<file path="src/iopi_pkg.sv">
// package: register map, field layout and timing constants of the process image
package iopi_pkg;
  // register addresses, decimal register numbers printed in hex
  localparam logic [15:0] ADDR_FAULT_LOC = 16'h1F3E;
  localparam logic [15:0] ADDR_INPUT_WORD = 16'h1F40;
  localparam logic [15:0] ADDR_OUTPUT_WORD = 16'h2328;
  localparam logic [15:0] ADDR_DIAG_STATUS = 16'h1F3D;
  // fault location codes
  localparam logic [15:0] FAULT_NONE = 16'h0000;
  localparam logic [15:0] FAULT_GROUP_OUT = 16'h0001;
  // diagnostic status bit for output short circuit
  localparam logic [15:0] DIAG_OUT_SHORT = 16'h0001;
  // byte-wide data sits in the low byte; upper byte reads as zero
  localparam logic [7:0] UPPER_BYTE_ZERO = 8'h00;
  localparam logic [7:0] OUT_MASK = 8'h0F;
  localparam int NUM_INPUTS = 8;
  localparam int NUM_OUTPUTS = 4;
  // readiness times
  localparam int CLK_HZ = 10_000_000;
  localparam int CONN_READY_MS = 350;
  localparam int CYCLIC_READY_MS = 500;
  // longest times round down to whole cycles
  localparam int CONN_READY_CYC = (CLK_HZ / 1000) * CONN_READY_MS - 1;
  localparam int CYCLIC_READY_CYC = (CLK_HZ / 1000) * CYCLIC_READY_MS - 1;
  localparam logic [15:0] ZERO_WORD = 16'h0000;

  // register request from the protocol side
  typedef struct packed {
    logic rd;
    logic wr;
    logic [15:0] addr;
    logic [15:0] wdata;
  } iopi_req_type;

  // register answer
  typedef struct packed {
    logic ack;
    logic err;
    logic [15:0] rdata;
  } iopi_rsp_type;
endpackage

</file>
<file path="src/iopi_regs.sv">
// process image register bank: inputs, outputs, fault location, diag status
`timescale 1ns/10ps
// Behaviour
// - fault location reads 0 none, 1 short
// - one code covers whole output group
// - inputs one-eight on bits 0-7
// - outputs one-four from bits 0-3
// - big-endian words mapped bit for bit
// - byte data sits in low byte
// - upper byte reads zero, writes discarded
// - connection accepted within 350 ms
// - cyclic data ready within 500 ms
// - diag status bit0 set during short
module iopi_regs #(
  parameter int CONN_CYC = iopi_pkg::CONN_READY_CYC,
  parameter int CYCLIC_CYC = iopi_pkg::CYCLIC_READY_CYC
) (
  input wire logic i_clk_sys,
  input wire logic i_srst,
  input wire iopi_pkg::iopi_req_type i_req,
  input wire logic [7:0] i_digital_input_channel,
  input wire logic [3:0] i_out_short,
  output iopi_pkg::iopi_rsp_type o_rsp,
  output logic [3:0] o_digital_output_channel,
  output logic o_conn_ready,
  output logic o_cyclic_ready
);
  // ==========================================================
  // state
  logic [7:0] in_latch; // sampled inputs
  logic [7:0] out_byte; // stored output byte, low nibble only
  logic short_any; // any output shorted
  logic [15:0] next_rdata; // read mux result
  logic next_hit; // address decoded

  // ==========================================================
  // readiness timers
  iopi_ready_timer #(.COUNT(CONN_CYC)) u_conn (
    .i_clk_sys(i_clk_sys),
    .i_srst(i_srst),
    .o_ready(o_conn_ready)
  );
  iopi_ready_timer #(.COUNT(CYCLIC_CYC)) u_cyc (
    .i_clk_sys(i_clk_sys),
    .i_srst(i_srst),
    .o_ready(o_cyclic_ready)
  );

  // ==========================================================
  // input sampling and fault summary
  always_ff @(posedge i_clk_sys) begin
    if (i_srst) begin
      in_latch <= 8'h00;
      short_any <= 1'b0;
    end else begin
      in_latch <= i_digital_input_channel;
      short_any <= |i_out_short;
    end
  end

  // ==========================================================
  // output register: upper byte and bits 4-7 discarded on write
  always_ff @(posedge i_clk_sys) begin
    if (i_srst) begin
      out_byte <= 8'h00;
    end else if (i_req.wr && i_req.addr == iopi_pkg::ADDR_OUTPUT_WORD && o_cyclic_ready) begin
      out_byte <= i_req.wdata[7:0] & iopi_pkg::OUT_MASK;
    end
  end

  // drives physical outputs from bits 0-3
  always_ff @(posedge i_clk_sys) begin
    if (i_srst) begin
      o_digital_output_channel <= 4'h0;
    end else begin
      o_digital_output_channel <= out_byte[3:0];
    end
  end

  // ==========================================================
  // read decode
  always_comb begin
    next_hit = 1'b1;
    if (i_req.addr == iopi_pkg::ADDR_FAULT_LOC) begin
      next_rdata = short_any ? iopi_pkg::FAULT_GROUP_OUT : iopi_pkg::FAULT_NONE;
    end else if (i_req.addr == iopi_pkg::ADDR_INPUT_WORD) begin
      next_rdata = {iopi_pkg::UPPER_BYTE_ZERO, in_latch};
    end else if (i_req.addr == iopi_pkg::ADDR_OUTPUT_WORD) begin
      next_rdata = {iopi_pkg::UPPER_BYTE_ZERO, out_byte};
    end else if (i_req.addr == iopi_pkg::ADDR_DIAG_STATUS) begin
      next_rdata = short_any ? iopi_pkg::DIAG_OUT_SHORT : iopi_pkg::ZERO_WORD;
    end else begin
      next_rdata = iopi_pkg::ZERO_WORD;
      next_hit = 1'b0;
    end
  end

  // answer one cycle after request; writes to read-only or unknown flag error
  always_ff @(posedge i_clk_sys) begin
    if (i_srst) begin
      o_rsp <= '0;
    end else begin
      o_rsp.ack <= (i_req.rd || i_req.wr) && o_conn_ready;
      o_rsp.err <= ((i_req.rd || i_req.wr) && o_conn_ready)
                   && (!next_hit || (i_req.wr && i_req.addr != iopi_pkg::ADDR_OUTPUT_WORD));
      o_rsp.rdata <= (i_req.rd && o_conn_ready) ? next_rdata : iopi_pkg::ZERO_WORD;
    end
  end

  // ==========================================================
  // checks
  // answers are held against the pins, not against the read mux
  // fault code follows the shorts seen two edges before the answer
  property p_fault_loc;
    @(posedge i_clk_sys) disable iff (i_srst)
    (i_req.rd && o_conn_ready && i_req.addr == iopi_pkg::ADDR_FAULT_LOC)
    |=> o_rsp.rdata == ($past(|i_out_short, 2) ? iopi_pkg::FAULT_GROUP_OUT
      : iopi_pkg::FAULT_NONE);
  endproperty
  a_fault_loc: assert property (p_fault_loc) else $error("fault code wrong");

  // any shorted output raises the single group flag
  property p_group;
    @(posedge i_clk_sys) disable iff (i_srst)
    (|i_out_short) |=> short_any;
  endproperty
  a_group: assert property (p_group) else $error("group fault missed");

  // input latch follows the pins one edge later
  property p_inputs;
    @(posedge i_clk_sys) disable iff (i_srst)
    1'b1 |=> in_latch == $past(i_digital_input_channel);
  endproperty
  a_inputs: assert property (p_inputs) else $error("input bits wrong");

  // input word carries the pins in the low byte, upper byte clear
  property p_input_word;
    @(posedge i_clk_sys) disable iff (i_srst)
    (i_req.rd && o_conn_ready && i_req.addr == iopi_pkg::ADDR_INPUT_WORD)
    |=> o_rsp.rdata == {iopi_pkg::UPPER_BYTE_ZERO, $past(i_digital_input_channel, 2)};
  endproperty
  a_input_word: assert property (p_input_word) else $error("input word wrong");

  // a live write reaches the pins two edges later
  property p_outputs;
    @(posedge i_clk_sys) disable iff (i_srst)
    (i_req.wr && o_cyclic_ready && i_req.addr == iopi_pkg::ADDR_OUTPUT_WORD)
    |=> ##1 o_digital_output_channel == $past(i_req.wdata[3:0], 2);
  endproperty
  a_outputs: assert property (p_outputs) else $error("output drive wrong");

  // byte-wide words never show data in the upper byte
  property p_upper_zero;
    @(posedge i_clk_sys) disable iff (i_srst)
    (i_req.rd && i_req.addr != iopi_pkg::ADDR_FAULT_LOC)
    |=> o_rsp.rdata[15:8] == iopi_pkg::UPPER_BYTE_ZERO;
  endproperty
  a_upper_zero: assert property (p_upper_zero) else $error("upper byte set");

  // unused output bits are never stored
  property p_hi_nibble;
    @(posedge i_clk_sys) disable iff (i_srst)
    1'b1 |-> out_byte[7:4] == iopi_pkg::OUT_MASK[7:4];
  endproperty
  a_hi_nibble: assert property (p_hi_nibble) else $error("bits 4-7 stored");

  // output word reads back with bits 4-15 clear
  property p_out_readback;
    @(posedge i_clk_sys) disable iff (i_srst)
    (i_req.rd && o_conn_ready && i_req.addr == iopi_pkg::ADDR_OUTPUT_WORD)
    |=> o_rsp.rdata[15:8] == iopi_pkg::UPPER_BYTE_ZERO
      && o_rsp.rdata[7:4] == iopi_pkg::OUT_MASK[7:4];
  endproperty
  a_out_readback: assert property (p_out_readback) else $error("output readback wrong");

  // diag status bit 0 mirrors a short two edges before the answer
  property p_diag;
    @(posedge i_clk_sys) disable iff (i_srst)
    (i_req.rd && o_conn_ready && i_req.addr == iopi_pkg::ADDR_DIAG_STATUS)
    |=> o_rsp.rdata == ($past(|i_out_short, 2) ? iopi_pkg::DIAG_OUT_SHORT
      : iopi_pkg::ZERO_WORD);
  endproperty
  a_diag: assert property (p_diag) else $error("diag bit wrong");

  // cyclic readiness never comes before connection readiness
  property p_order;
    @(posedge i_clk_sys) disable iff (i_srst)
    o_cyclic_ready |-> o_conn_ready;
  endproperty
  a_order: assert property (p_order) else $error("cyclic before conn");

  // a request taken while connected is answered on the next edge
  property p_ack_taken;
    @(posedge i_clk_sys) disable iff (i_srst)
    ((i_req.rd || i_req.wr) && o_conn_ready) |=> o_rsp.ack;
  endproperty
  a_ack_taken: assert property (p_ack_taken) else $error("request not answered");

  // nothing is answered before the connection timer runs out
  property p_no_early_ack;
    @(posedge i_clk_sys) disable iff (i_srst)
    ((i_req.rd || i_req.wr) && !o_conn_ready) |=> !o_rsp.ack;
  endproperty
  a_no_early_ack: assert property (p_no_early_ack) else $error("answer before ready");

  // connection readiness stays up once reached
  property p_conn_hold;
    @(posedge i_clk_sys) disable iff (i_srst)
    o_conn_ready |=> o_conn_ready;
  endproperty
  a_conn_hold: assert property (p_conn_hold) else $error("conn ready dropped");

  // cyclic readiness stays up once reached
  property p_cyc_hold;
    @(posedge i_clk_sys) disable iff (i_srst)
    o_cyclic_ready |=> o_cyclic_ready;
  endproperty
  a_cyc_hold: assert property (p_cyc_hold) else $error("cyclic ready dropped");

  // writes before cyclic readiness never reach the pins
  property p_cyc_block;
    @(posedge i_clk_sys) disable iff (i_srst)
    (i_req.wr && !o_cyclic_ready) |=> ##1 $stable(o_digital_output_channel);
  endproperty
  a_cyc_block: assert property (p_cyc_block) else $error("early write drove pins");
endmodule // iopi_regs

</file>
<file path="src/iopi_ready_timer.sv">
// power-up readiness timer
`timescale 1ns/10ps
module iopi_ready_timer #(
  parameter int COUNT = 3_499_999
) (
  input wire logic i_clk_sys,
  input wire logic i_srst,
  output logic o_ready
);
  // ==========================================================
  // counter
  logic [31:0] cnt; // cycles since reset release, held at COUNT

  // counts up then holds ready high
  always_ff @(posedge i_clk_sys) begin
    if (i_srst) begin
      cnt <= 32'h0000_0000;
      o_ready <= 1'b0;
    end else if (cnt >= 32'(COUNT)) begin
      o_ready <= 1'b1;
    end else begin
      cnt <= cnt + 32'h0000_0001;
    end
  end
endmodule // iopi_ready_timer

</file>
<file path="config.mk">
export PLATFORM = sky130hd
export DESIGN_NAME = iopi_regs
export DESIGN_NICKNAME = d
export VERILOG_FILES = /design/src/iopi_pkg.sv /design/src/iopi_regs.sv /design/src/iopi_ready_timer.sv
export SDC_FILE = /design/constraint.sdc
export NUM_CORES = 1
export LEC_CHECK = 0
export BUFFER_PORTS_ARGS = -buffer_cell sky130_fd_sc_hd__buf_2
export CAP_MARGIN = 40
export CORE_MARGIN = 2
export CORE_UTILIZATION = 45
export CTS_BUF_LIST = sky130_fd_sc_hd__clkbuf_8 sky130_fd_sc_hd__clkbuf_16
export DETAILED_ROUTE_END_ITERATION = 6
export GPL_ROUTABILITY_DRIVEN = 0
export PLACE_DENSITY = 0.66
export REMOVE_ABC_BUFFERS = 1
export SLEW_MARGIN = 20
export SYNTH_ARGS = -nofsm -noshare
export SYNTH_HDL_FRONTEND = slang
export SYNTH_SLANG_ARGS = --single-unit
</file>
<file path="constraint.sdc">
create_clock -name i_clk_sys -period 6.8 [get_ports i_clk_sys]
set_clock_uncertainty 0.1 [all_clocks]
set_input_delay 1.36 -clock i_clk_sys [delete_from_list [all_inputs] [get_ports i_clk_sys]]
set_output_delay 1.36 -clock i_clk_sys [all_outputs]
set_load 0.005 [all_outputs]
</file>
Yosys cells after proc, flatten, opt, wreduce, memory -nomap -nowiden
Index checks and enable logic that the tools add are counted.

operators by class
  reductions and logical operators = 11
  $add $sub $neg = 2
  bitwise operators = 1
  multiplexer cells = 9
  order comparisons = 2
  eq/ne operators = 5

operators with widths
  operator                                                                                number
  32-bit by 1-bit adder with 32-bit output (second input constant)                        2
  16-bit by 13-bit equality test with 1-bit output (second input constant)                3
  32-bit by 22-bit greater-or-equal comparator with 1-bit output (second input constant)  1
  32-bit by 23-bit greater-or-equal comparator with 1-bit output (second input constant)  1
  16-bit by 14-bit equality test with 1-bit output (second input constant)                1
  8-bit two-way mux                                                                       2
  16-bit by 14-bit != test with 1-bit output (second input constant)                      1
  1-bit logical AND                                                                       6
  1-bit two-way mux                                                                       6
  4-bit two-way mux                                                                       1
  4-bit OR reduction                                                                      1
  1-bit logical OR                                                                        2
  2-bit OR reduction                                                                      1
  1-bit zero test                                                                         1
  1-bit NOT                                                                               1

storage, ports and cells
  word-level logic and storage cells = 41
  flip-flop bits (word level) = 101
  input port bits = 48

Depth between registers and ports, before layout
Gate-level depths: netlist of run 1.

  depth after elaboration = 8
  mapped depth = 8
  gate-level depth less buffers = 6

Hierarchy
From an unflattened synthesis of run 1, not the netlist that was laid out.

second synthesis, totals
  cell total of the unflattened synthesis = 453
  area total of the unflattened synthesis = 4224.1 um^2

modules (own cells, without submodules)
  module                     cells an instance  area each (um^2)  times used  sequential area each (um^2)
  iopi_ready_timer (u_cyc)   188                1639.1            1           660.6
  iopi_ready_timer (u_conn)  168                1537.7            1           660.6
  iopi_regs                  97                 1047.3            1           540.5

Least setup slack after synthesis of run 1
Ideal clock, no wire load.

  path kind = input -> register
  start = in i_req[20] (netlist bit)
  end = reg out_byte[3]
  data arrival time = 3.000 ns
  stages = 5
  setup slack = 3.573 ns
  path through = or4_1 -> or4_1 -> nor3_4 -> mux2i_1 -> nor2_1

between the ends
  longest elaborated chain between the ends = 3

ends and longest elaborated chain
  what                                              RTL line         RTL
  start, declared                                   iopi_regs.sv:20  input wire iopi_pkg::iopi_req_type i_req,
  16-bit by 14-bit equality test with 1-bit output  iopi_regs.sv:66  end else if (i_req.wr && i_req.addr == iopi_pkg::ADDR_OUTPUT_WORD && o_cyclic_ready) begin
  1-bit logical AND (2 in a row)                    iopi_regs.sv:66
  end signal, assigned                              iopi_regs.sv:67  out_byte <= i_req.wdata[7:0] & iopi_pkg::OUT_MASK;
  end, declared                                     iopi_regs.sv:31  logic [7:0] out_byte;

No other way between the ends.
A chain may end at the register's enable or synchronous reset.

Worst setup path in the final report of run 1
  start = in i_req[20] (netlist bit)
  end = reg out_byte[0]

The elaborated chain is that of the path after synthesis.

==> results.md, run 1 <==
- Top FF cell, synth: dfxtp_1
- FP Rows: 34
- Die area: 0.00988 mm²
- Clock share of power: 0.406
- Worst setup path startpoint: i_req[20]
- Die Width: 99.4 µm
- # H-tree levels: 3
- Fill cells: 832
- Sw Share: 0.221
- Final hold violation count: 0
- Vias/cell: 5.50
- CTS tree: done
- Critical Path RT: 6.93 ns
- Iteration-0 DRC Markers: 97
- Slowest library cell on the worst path: or4_1
- Initial antenna violation count: 0
- CP max FO: 4
- Crit-path max cell delay: 0.60 ns
- Layout cells sized above 1: 0.189
- Post-synthesis sequential area ratio: 0.454
- Min Tclk post-route: 3.11 ns
- Vias in the first global route: 3,114
- CTS buffer count: 9
- Pre-CTS setup slack: 3.31 ns
- Met3 WL: 286 µm
- Status: complete, no violations
- Worst-margin pin slew: 0.823 ns
- DRC viols: 0
- CP top delay family: simple AND/OR/NAND/NOR gates
- WP data arrival: 3.24 ns
- Startpoint types: input port
- Post-layout util: 0.527
- Clock Path Buffers: 2
- Most common cell on crit path: or4_1
- DR vias: 3,387
- Mean Syn Cell Area: 8.92 µm²
- Asr flop ratio synth: 0
- RSZ-0062 raised after global routing: false
- Final setup viols: 0
- Post-CTS Hold Buffers: 0
- Sink Count: 93
- Layout Nets: 553
- Worst skew pair latency: 0.36 ns
- Register share of total power: 0.557
- Final Instance Area: 0.00462 mm²
- Area Overhead vs Synth: 12.8%
- Max Freq: 322 MHz
- First-pass GRT wire length: 13.8 mm
- FF-to-FF Start: u_cyc.cnt[31]$_SDFFE_PP0N_
- Largest net degree at the start of global routing: 52
- Worst slew margin: 0.447
- Met2 routed WL: 3.74 mm
- Mapped Area: 0.00410 mm²
- Yosys cell types: 57
- Setup Crit Path Kind: input port to flop
- Num ports: 72
- WP buf/inv: 1
- Aggregate global routing overflow: 0
- NetSw: 0.000220 W
- Crit. End Element: flop
- Yosys warnings: 0
- Worst vdd ir: 0.134 mV
- Cell count after synthesis: 459
- LEAKAGE: 1.71 nW
- Final Slew Violations: 0
- Gate power share: 0.036
- HP Start: in_latch[5]$_SDFF_PP0_
- DRT antenna net count: 0
- Total Wirelength: 8.15 mm
- Die Ht: 99.4 µm
- Int Power: 0.000775 W
- Setup TNS Final: 0 ns
- Post-synth EDFFs: 0
- CTS resizes: 0
- Post-DP Area: 0.00440 mm²
- #FFs+latches synth: 93
- DP HPWL: 5.43 mm
- Wirelength per Cell: 13.2 µm
- Fin crit share: 0.457
- CTS clk-pin slew, worst paths: 0.09 ns
- Top Layer Used: met4
- Worst-path cell chain: buf_2, or4_1, or4_1, nor3_4, mux2i_1, nor2_1
- Initial Util: 0.467
- Setup Buffers After CTS: 0
- N_diodes: 0
- Setup ws final: 3.69 ns
- Total track usage: 0.169
- PwrDens: 215 mW/mm²
- Pre-antenna DRT Iters: 4
- Clock Tree Root: clkbuf_8
- Hold Crit Class: flop to flop
- Max-Cap Viols: 0
- Metal1 wirelength: 3.99 mm
- Core ar.: 0.00876 mm²
- PortBufs: 51
## Yosys cell counts (all sizes together) (2+ instances only)
| cell | count | area [µm²] |
|---|---|---|
| o21ai | 9 | 45.0 |
| nor4 | 15 | 109 |
| or2 | 6 | 37.5 |
| and4 | 2 | 17.5 |
| o311ai | 5 | 43.8 |
| o21bai | 2 | 15.0 |
| nor4bb | 2 | 20.0 |
| and2 | 6 | 37.5 |
| nor3b | 2 | 15.0 |
| nand2 | 27 | 104 |
| a22oi | 3 | 22.5 |
| clkbuf | 17 | 63.8 |
| xor2 | 2 | 17.5 |
| o41ai | 5 | 43.8 |
| nor2 | 39 | 146 |
| nor3 | 7 | 46.3 |
| nor4b | 2 | 17.5 |
| or4b | 2 | 20.0 |
| nand2b | 4 | 25.0 |
| mux2i | 5 | 50.1 |
| and3 | 5 | 31.3 |
| nor2b | 39 | 244 |
| or3 | 8 | 50.1 |
| o31ai | 17 | 128 |
| or4 | 23 | 176 |
| buf | 13 | 88.8 |
| a211o | 2 | 17.5 |
| ha | 2 | 25.0 |
| nand3 | 20 | 100 |
| dfxtp | 93 | 1860 |
| inv | 10 | 37.5 |
| a21oi | 31 | 155 |
| nand4 | 12 | 75.1 |
| mux2 | 9 | 101 |
## power by group through the flow
stage / Clock, W / Combinational, W / Sequential (W)
after floorplan: 0 / 0.0000146 / 0.000566
after global placement: 0 / 0.0000350 / 0.000567
after detailed placement: 0 / 0.0000365 / 0.000567
after CTS: 0.000416 / 0.0000367 / 0.000554
after global routing: 0.000436 / 0.0000414 / 0.000555
final: 0.000404 / 0.0000361 / 0.000554
## worst reg2reg max path: cells and delay by family, from the launching register on
family           cells  cell delay (ns)
multiplexers         1             0.37
AND/OR/NAND/NOR      4             1.79
flip-flops           1             0.32
## final cells by class
cell class              count  area [µm²]  share of cell area
flip-flops and latches     93        1860               0.403
clock inverters             7        98.8              0.0214
clock buffers               9         124              0.0268
well taps                 108         135              0.0292
inverters                  10        37.5             0.00812
repair buffers             56         290              0.0628
multi-input cells         333        2070               0.449
## stage by stage
stage / power, W / std cells / hold slack [ns]
after floorplan: 0.000581 / 436 / 0.306
after global placement: 0.000602 / 599 / 0.308
after detailed placement: 0.000604 / 600 / 0.311
after CTS: 0.00101 / 616 / 0.333
after global routing: 0.00103 / 616 / 0.350
final: 0.000995 / 616 / 0.330
## registers in the layout, indices dropped and copies added (netlist names)
register / count
u_conn.o_ready: 1
u_cyc.o_ready: 1
out_byte: 4
in_latch: 8
u_cyc.cnt: 32
o_rsp: 10
short_any: 1
u_conn.cnt: 32
o_digital_output_channel: 4
## worst paths after layout
| path | endpoint | slack [ns] | cells after the start |
|---|---|---|---|
| max reg2reg | u_cyc.cnt[9]$_SDFFE_PP0N_ | 4.12 | 5 |
| min reg2reg | o_rsp[5]$_SDFF_PP0_ | 0.33 | 1 |
| min | o_rsp[5]$_SDFF_PP0_ | 0.33 | 1 |
| max | out_byte[0]$_SDFFE_PP0P_ | 3.69 | 6 |
## cells by family after synthesis
family                   synth area share
AND/OR/NAND/NOR                     0.317
flip-flops                          0.454
AO/OA/AOI/OAI                       0.132
buffers and inverters              0.0464
multiplexers                       0.0370
XOR/XNOR                          0.00642
adder cells (fa/ha/maj)           0.00611
other                            0.000915
## metal layers
metal,vias to the layer above,global-route usage
li1,1753,-
met1,1558,0.218
met2,62,0.277
met3,14,0.0408
met4,0,0.0611
met5,-,0
## cells in the final DEF (no fill, tap or decap), types with 5 or more instances in the layout
master    netlist  final
nand3_1        20     20
o21ai_0         8      8
and2_1          6      6
conb_1          1      8
nand2_1        26     26
nor2b_1        39     39
or3_1           8      8
dfxtp_1        93     93
nor2_1         39     39
inv_1          10     10
o31ai_1        17     17
o41ai_1         5      5
nand4_1        12     12
mux2i_1         5      5
and3_1          5      5
clkbuf_8        0      9
or4_1          22     22
buf_2           2     52
or2_2           6      6
a21oi_1        31     31
mux2_2          9      9
nor4_1         14     14
nor3_1          6      6
No activity file was read; power rests on OpenSTA's default activity.
==> run 2, diff against run 1 <==
- clock period: 6.8 -> 3.25 ns (I/O delays scaled with it)
==> run 2 against run 1 <==
Largest cell class unchanged. Register-to-register slack worse by 3.5 ns. Final cell count unchanged. Critical path depth down 1. Sequential power up 110%. Non-clock buffer count unchanged. Core utilization down 0.30 points. Hold slack better by 0.0027 ns. Die area unchanged. Largest power group unchanged.
==> results.md, run 2 (same netlist as run 1, synthesis figures left out) <==
- Status: complete, no violations (unchanged)
- Most frequent cells in the layout: dfxtp_1, buf_2, nor2_1, nor2b_1, a21oi_1 (unchanged)
- Final Slew Violations: 0 (unchanged)
- Wirelength per Cell: 13.2 µm (about the same)
- Max Freq: 378 MHz
- Initial antenna violation count: 0 (unchanged)
- Crit. End Element: flop (unchanged)
- Total track usage: 0.171 (was 0.169)
- Post-CTS Hold Buffers: 0 (unchanged)
- Max-Cap Viols: 0 (unchanged)
- Pre-antenna DRT Iters: 5 (was 4)
- Pre-CTS setup slack: 0.475 ns (was 3.31 ns)
- DR vias: 3,443 (was 3,387)
- Final hold violation count: 0 (unchanged)
- PortBufs: 51 (unchanged)
- Worst slew margin: 0.442 (was 0.447)
- Setup Buffers After CTS: 0 (unchanged)
- Register share of total power: 0.594 (was 0.557)
- RSZ-0062 raised after global routing: false (unchanged)
- Startpoint types: flop (was input port)
- Core ar.: 0.00876 mm² (unchanged)
- Setup TNS Final: 0 ns (unchanged)
- NetSw: 0.000463 W (was 0.000220 W)
- PwrDens: 425 mW/mm² (was 215 mW/mm²)
- Min Tclk post-route: 2.65 ns
- Final Instance Area: 0.00460 mm² (was 0.00462 mm²)
- Total Wirelength: 8.15 mm (about the same)
- Num ports: 72 (unchanged)
- Setup Crit Path Kind: flop to flop (was input port to flop)
- Setup ws final: 0.601 ns (was 3.69 ns)
- CTS clk-pin slew, worst paths: 0.10 ns (was 0.09 ns)
- Vias/cell: 5.59 (was 5.50)
- Clock share of power: 0.367 (was 0.406)
- Initial Util: 0.467 (unchanged)
- WP data arrival: 2.81 ns (was 3.24 ns)
- Worst skew pair latency: 0.36 ns (about the same)
- DP HPWL: 5.53 mm (was 5.43 mm)
- DRC viols: 0 (unchanged)
- Area Overhead vs Synth: 12.2% (was 12.8%)
- Hold Crit Class: flop to flop (unchanged)
- Int Power: 0.00149 W (was 0.000775 W)
- LEAKAGE: 1.70 nW (was 1.71 nW)
- Post-DP Area: 0.00441 mm² (was 0.00440 mm²)
- Layout Nets: 553 (unchanged)
- Gate power share: 0.039 (was 0.036)
- Post-layout util: 0.524 (was 0.527)
- Iteration-0 DRC Markers: 97 (unchanged)
- CTS tree: done (unchanged)
- Worst vdd ir: 0.189 mV (was 0.134 mV)
- CTS resizes: 0 (unchanged)
- # H-tree levels: 3 (unchanged)
- Vias in the first global route: 3,145 (was 3,114)
- Aggregate global routing overflow: 0 (unchanged)
- Die Width: 99.4 µm (unchanged)
- CTS buffer count: 9 (unchanged)
- DRT antenna net count: 0 (unchanged)
- Worst-margin pin slew: 0.829 ns (was 0.823 ns)
- N_diodes: 0 (unchanged)
- Top flop regs: u_conn.cnt (32), u_cyc.cnt (32), o_rsp (10) (unchanged)
- Sink Count: 93 (unchanged)
- First-pass GRT wire length: 14.0 mm (was 13.8 mm)
- CP max FO: 39 (was 4)
- Die area: 0.00988 mm² (unchanged)
- Layout cells sized above 1: 0.187 (was 0.189)
- Clock Tree Root: clkbuf_8 (unchanged)
- Final setup viols: 0 (unchanged)
- Critical Path RT: 3.41 ns (was 6.93 ns)
- FP Rows: 34 (unchanged)
- Sw Share: 0.237 (was 0.221)
- Die Ht: 99.4 µm (unchanged)
- Largest net degree at the start of global routing: 44 (was 52)
- Fin crit share: 0.815
- Clock Path Buffers: 2 (unchanged)
- Commonest non-fill, non-tap cell in the layout: dfxtp_1 (unchanged)
run 2: cell types whose count changed in the layout (fill, tap and decap cells not counted), sizes merged:
cell,delta
inv,+1
bufinv,-2
clkbuf,+1
run 2: layout make-up:
class	instances	area, µm²
timing repair buffer	56	293
inverter	10	37.5
multi-input combinational	333	2080
clock buffer	10	138
clock inverter	6	48.8
sequential	93	1860
fill	815	4170
tap	108	135
run 2: worst max-delay path, cell delays in order, from the launching register on:
cell and delay [ns]:
dfxtp_1 0.32, or4_1 0.52, nor4_1 0.46, o21ai_4 0.36
nor4_1 0.41, mux2_2 0.38
run 2: worst paths after layout:
check | cells after the start | from | to | slack, ns
worst min register to register | 1 | in_latch[6]$_SDFF_PP0_ | o_rsp[6]$_SDFF_PP0_ | 0.33
worst max register to register | 5 | u_conn.cnt[22]$_SDFFE_PP0N_ | u_conn.cnt[5]$_SDFFE_PP0N_ | 0.60
worst max-delay path | 5 | u_conn.cnt[22]$_SDFFE_PP0N_ | u_conn.cnt[5]$_SDFFE_PP0N_ | 0.60
worst min-delay path | 1 | in_latch[6]$_SDFF_PP0_ | o_rsp[6]$_SDFF_PP0_ | 0.33
run 2: power groups by stage:
stage	clock network, W	logic (W)	registers (W)
after floorplan	0	0.0000306	0.00118
after global placement	0	0.0000736	0.00119
after detailed placement	0	0.0000762	0.00119
after CTS	0.000744	0.0000767	0.00116
final	0.000716	0.0000765	0.00116
after global routing	0.000774	0.0000867	0.00116
run 2: per-layer routing:
layer / wire [µm] / part of all wire / track usage
met4: 159 / 0.020 / 0.0685
met2: 3730 / 0.46 / 0.280
met1: 3990 / 0.49 / 0.222
met3: 272 / 0.033 / 0.0351
met5: 0 / 0 / 0
run 2: through the flow:
step / hold slack (ns) / power, W / instances
floorplan: 0.306 / 0.00121 / 436
global placement: 0.309 / 0.00126 / 600
detailed placement: 0.314 / 0.00126 / 600
CTS: 0.336 / 0.00198 / 616
global route: 0.353 / 0.00202 / 616
finish: 0.333 / 0.00195 / 616
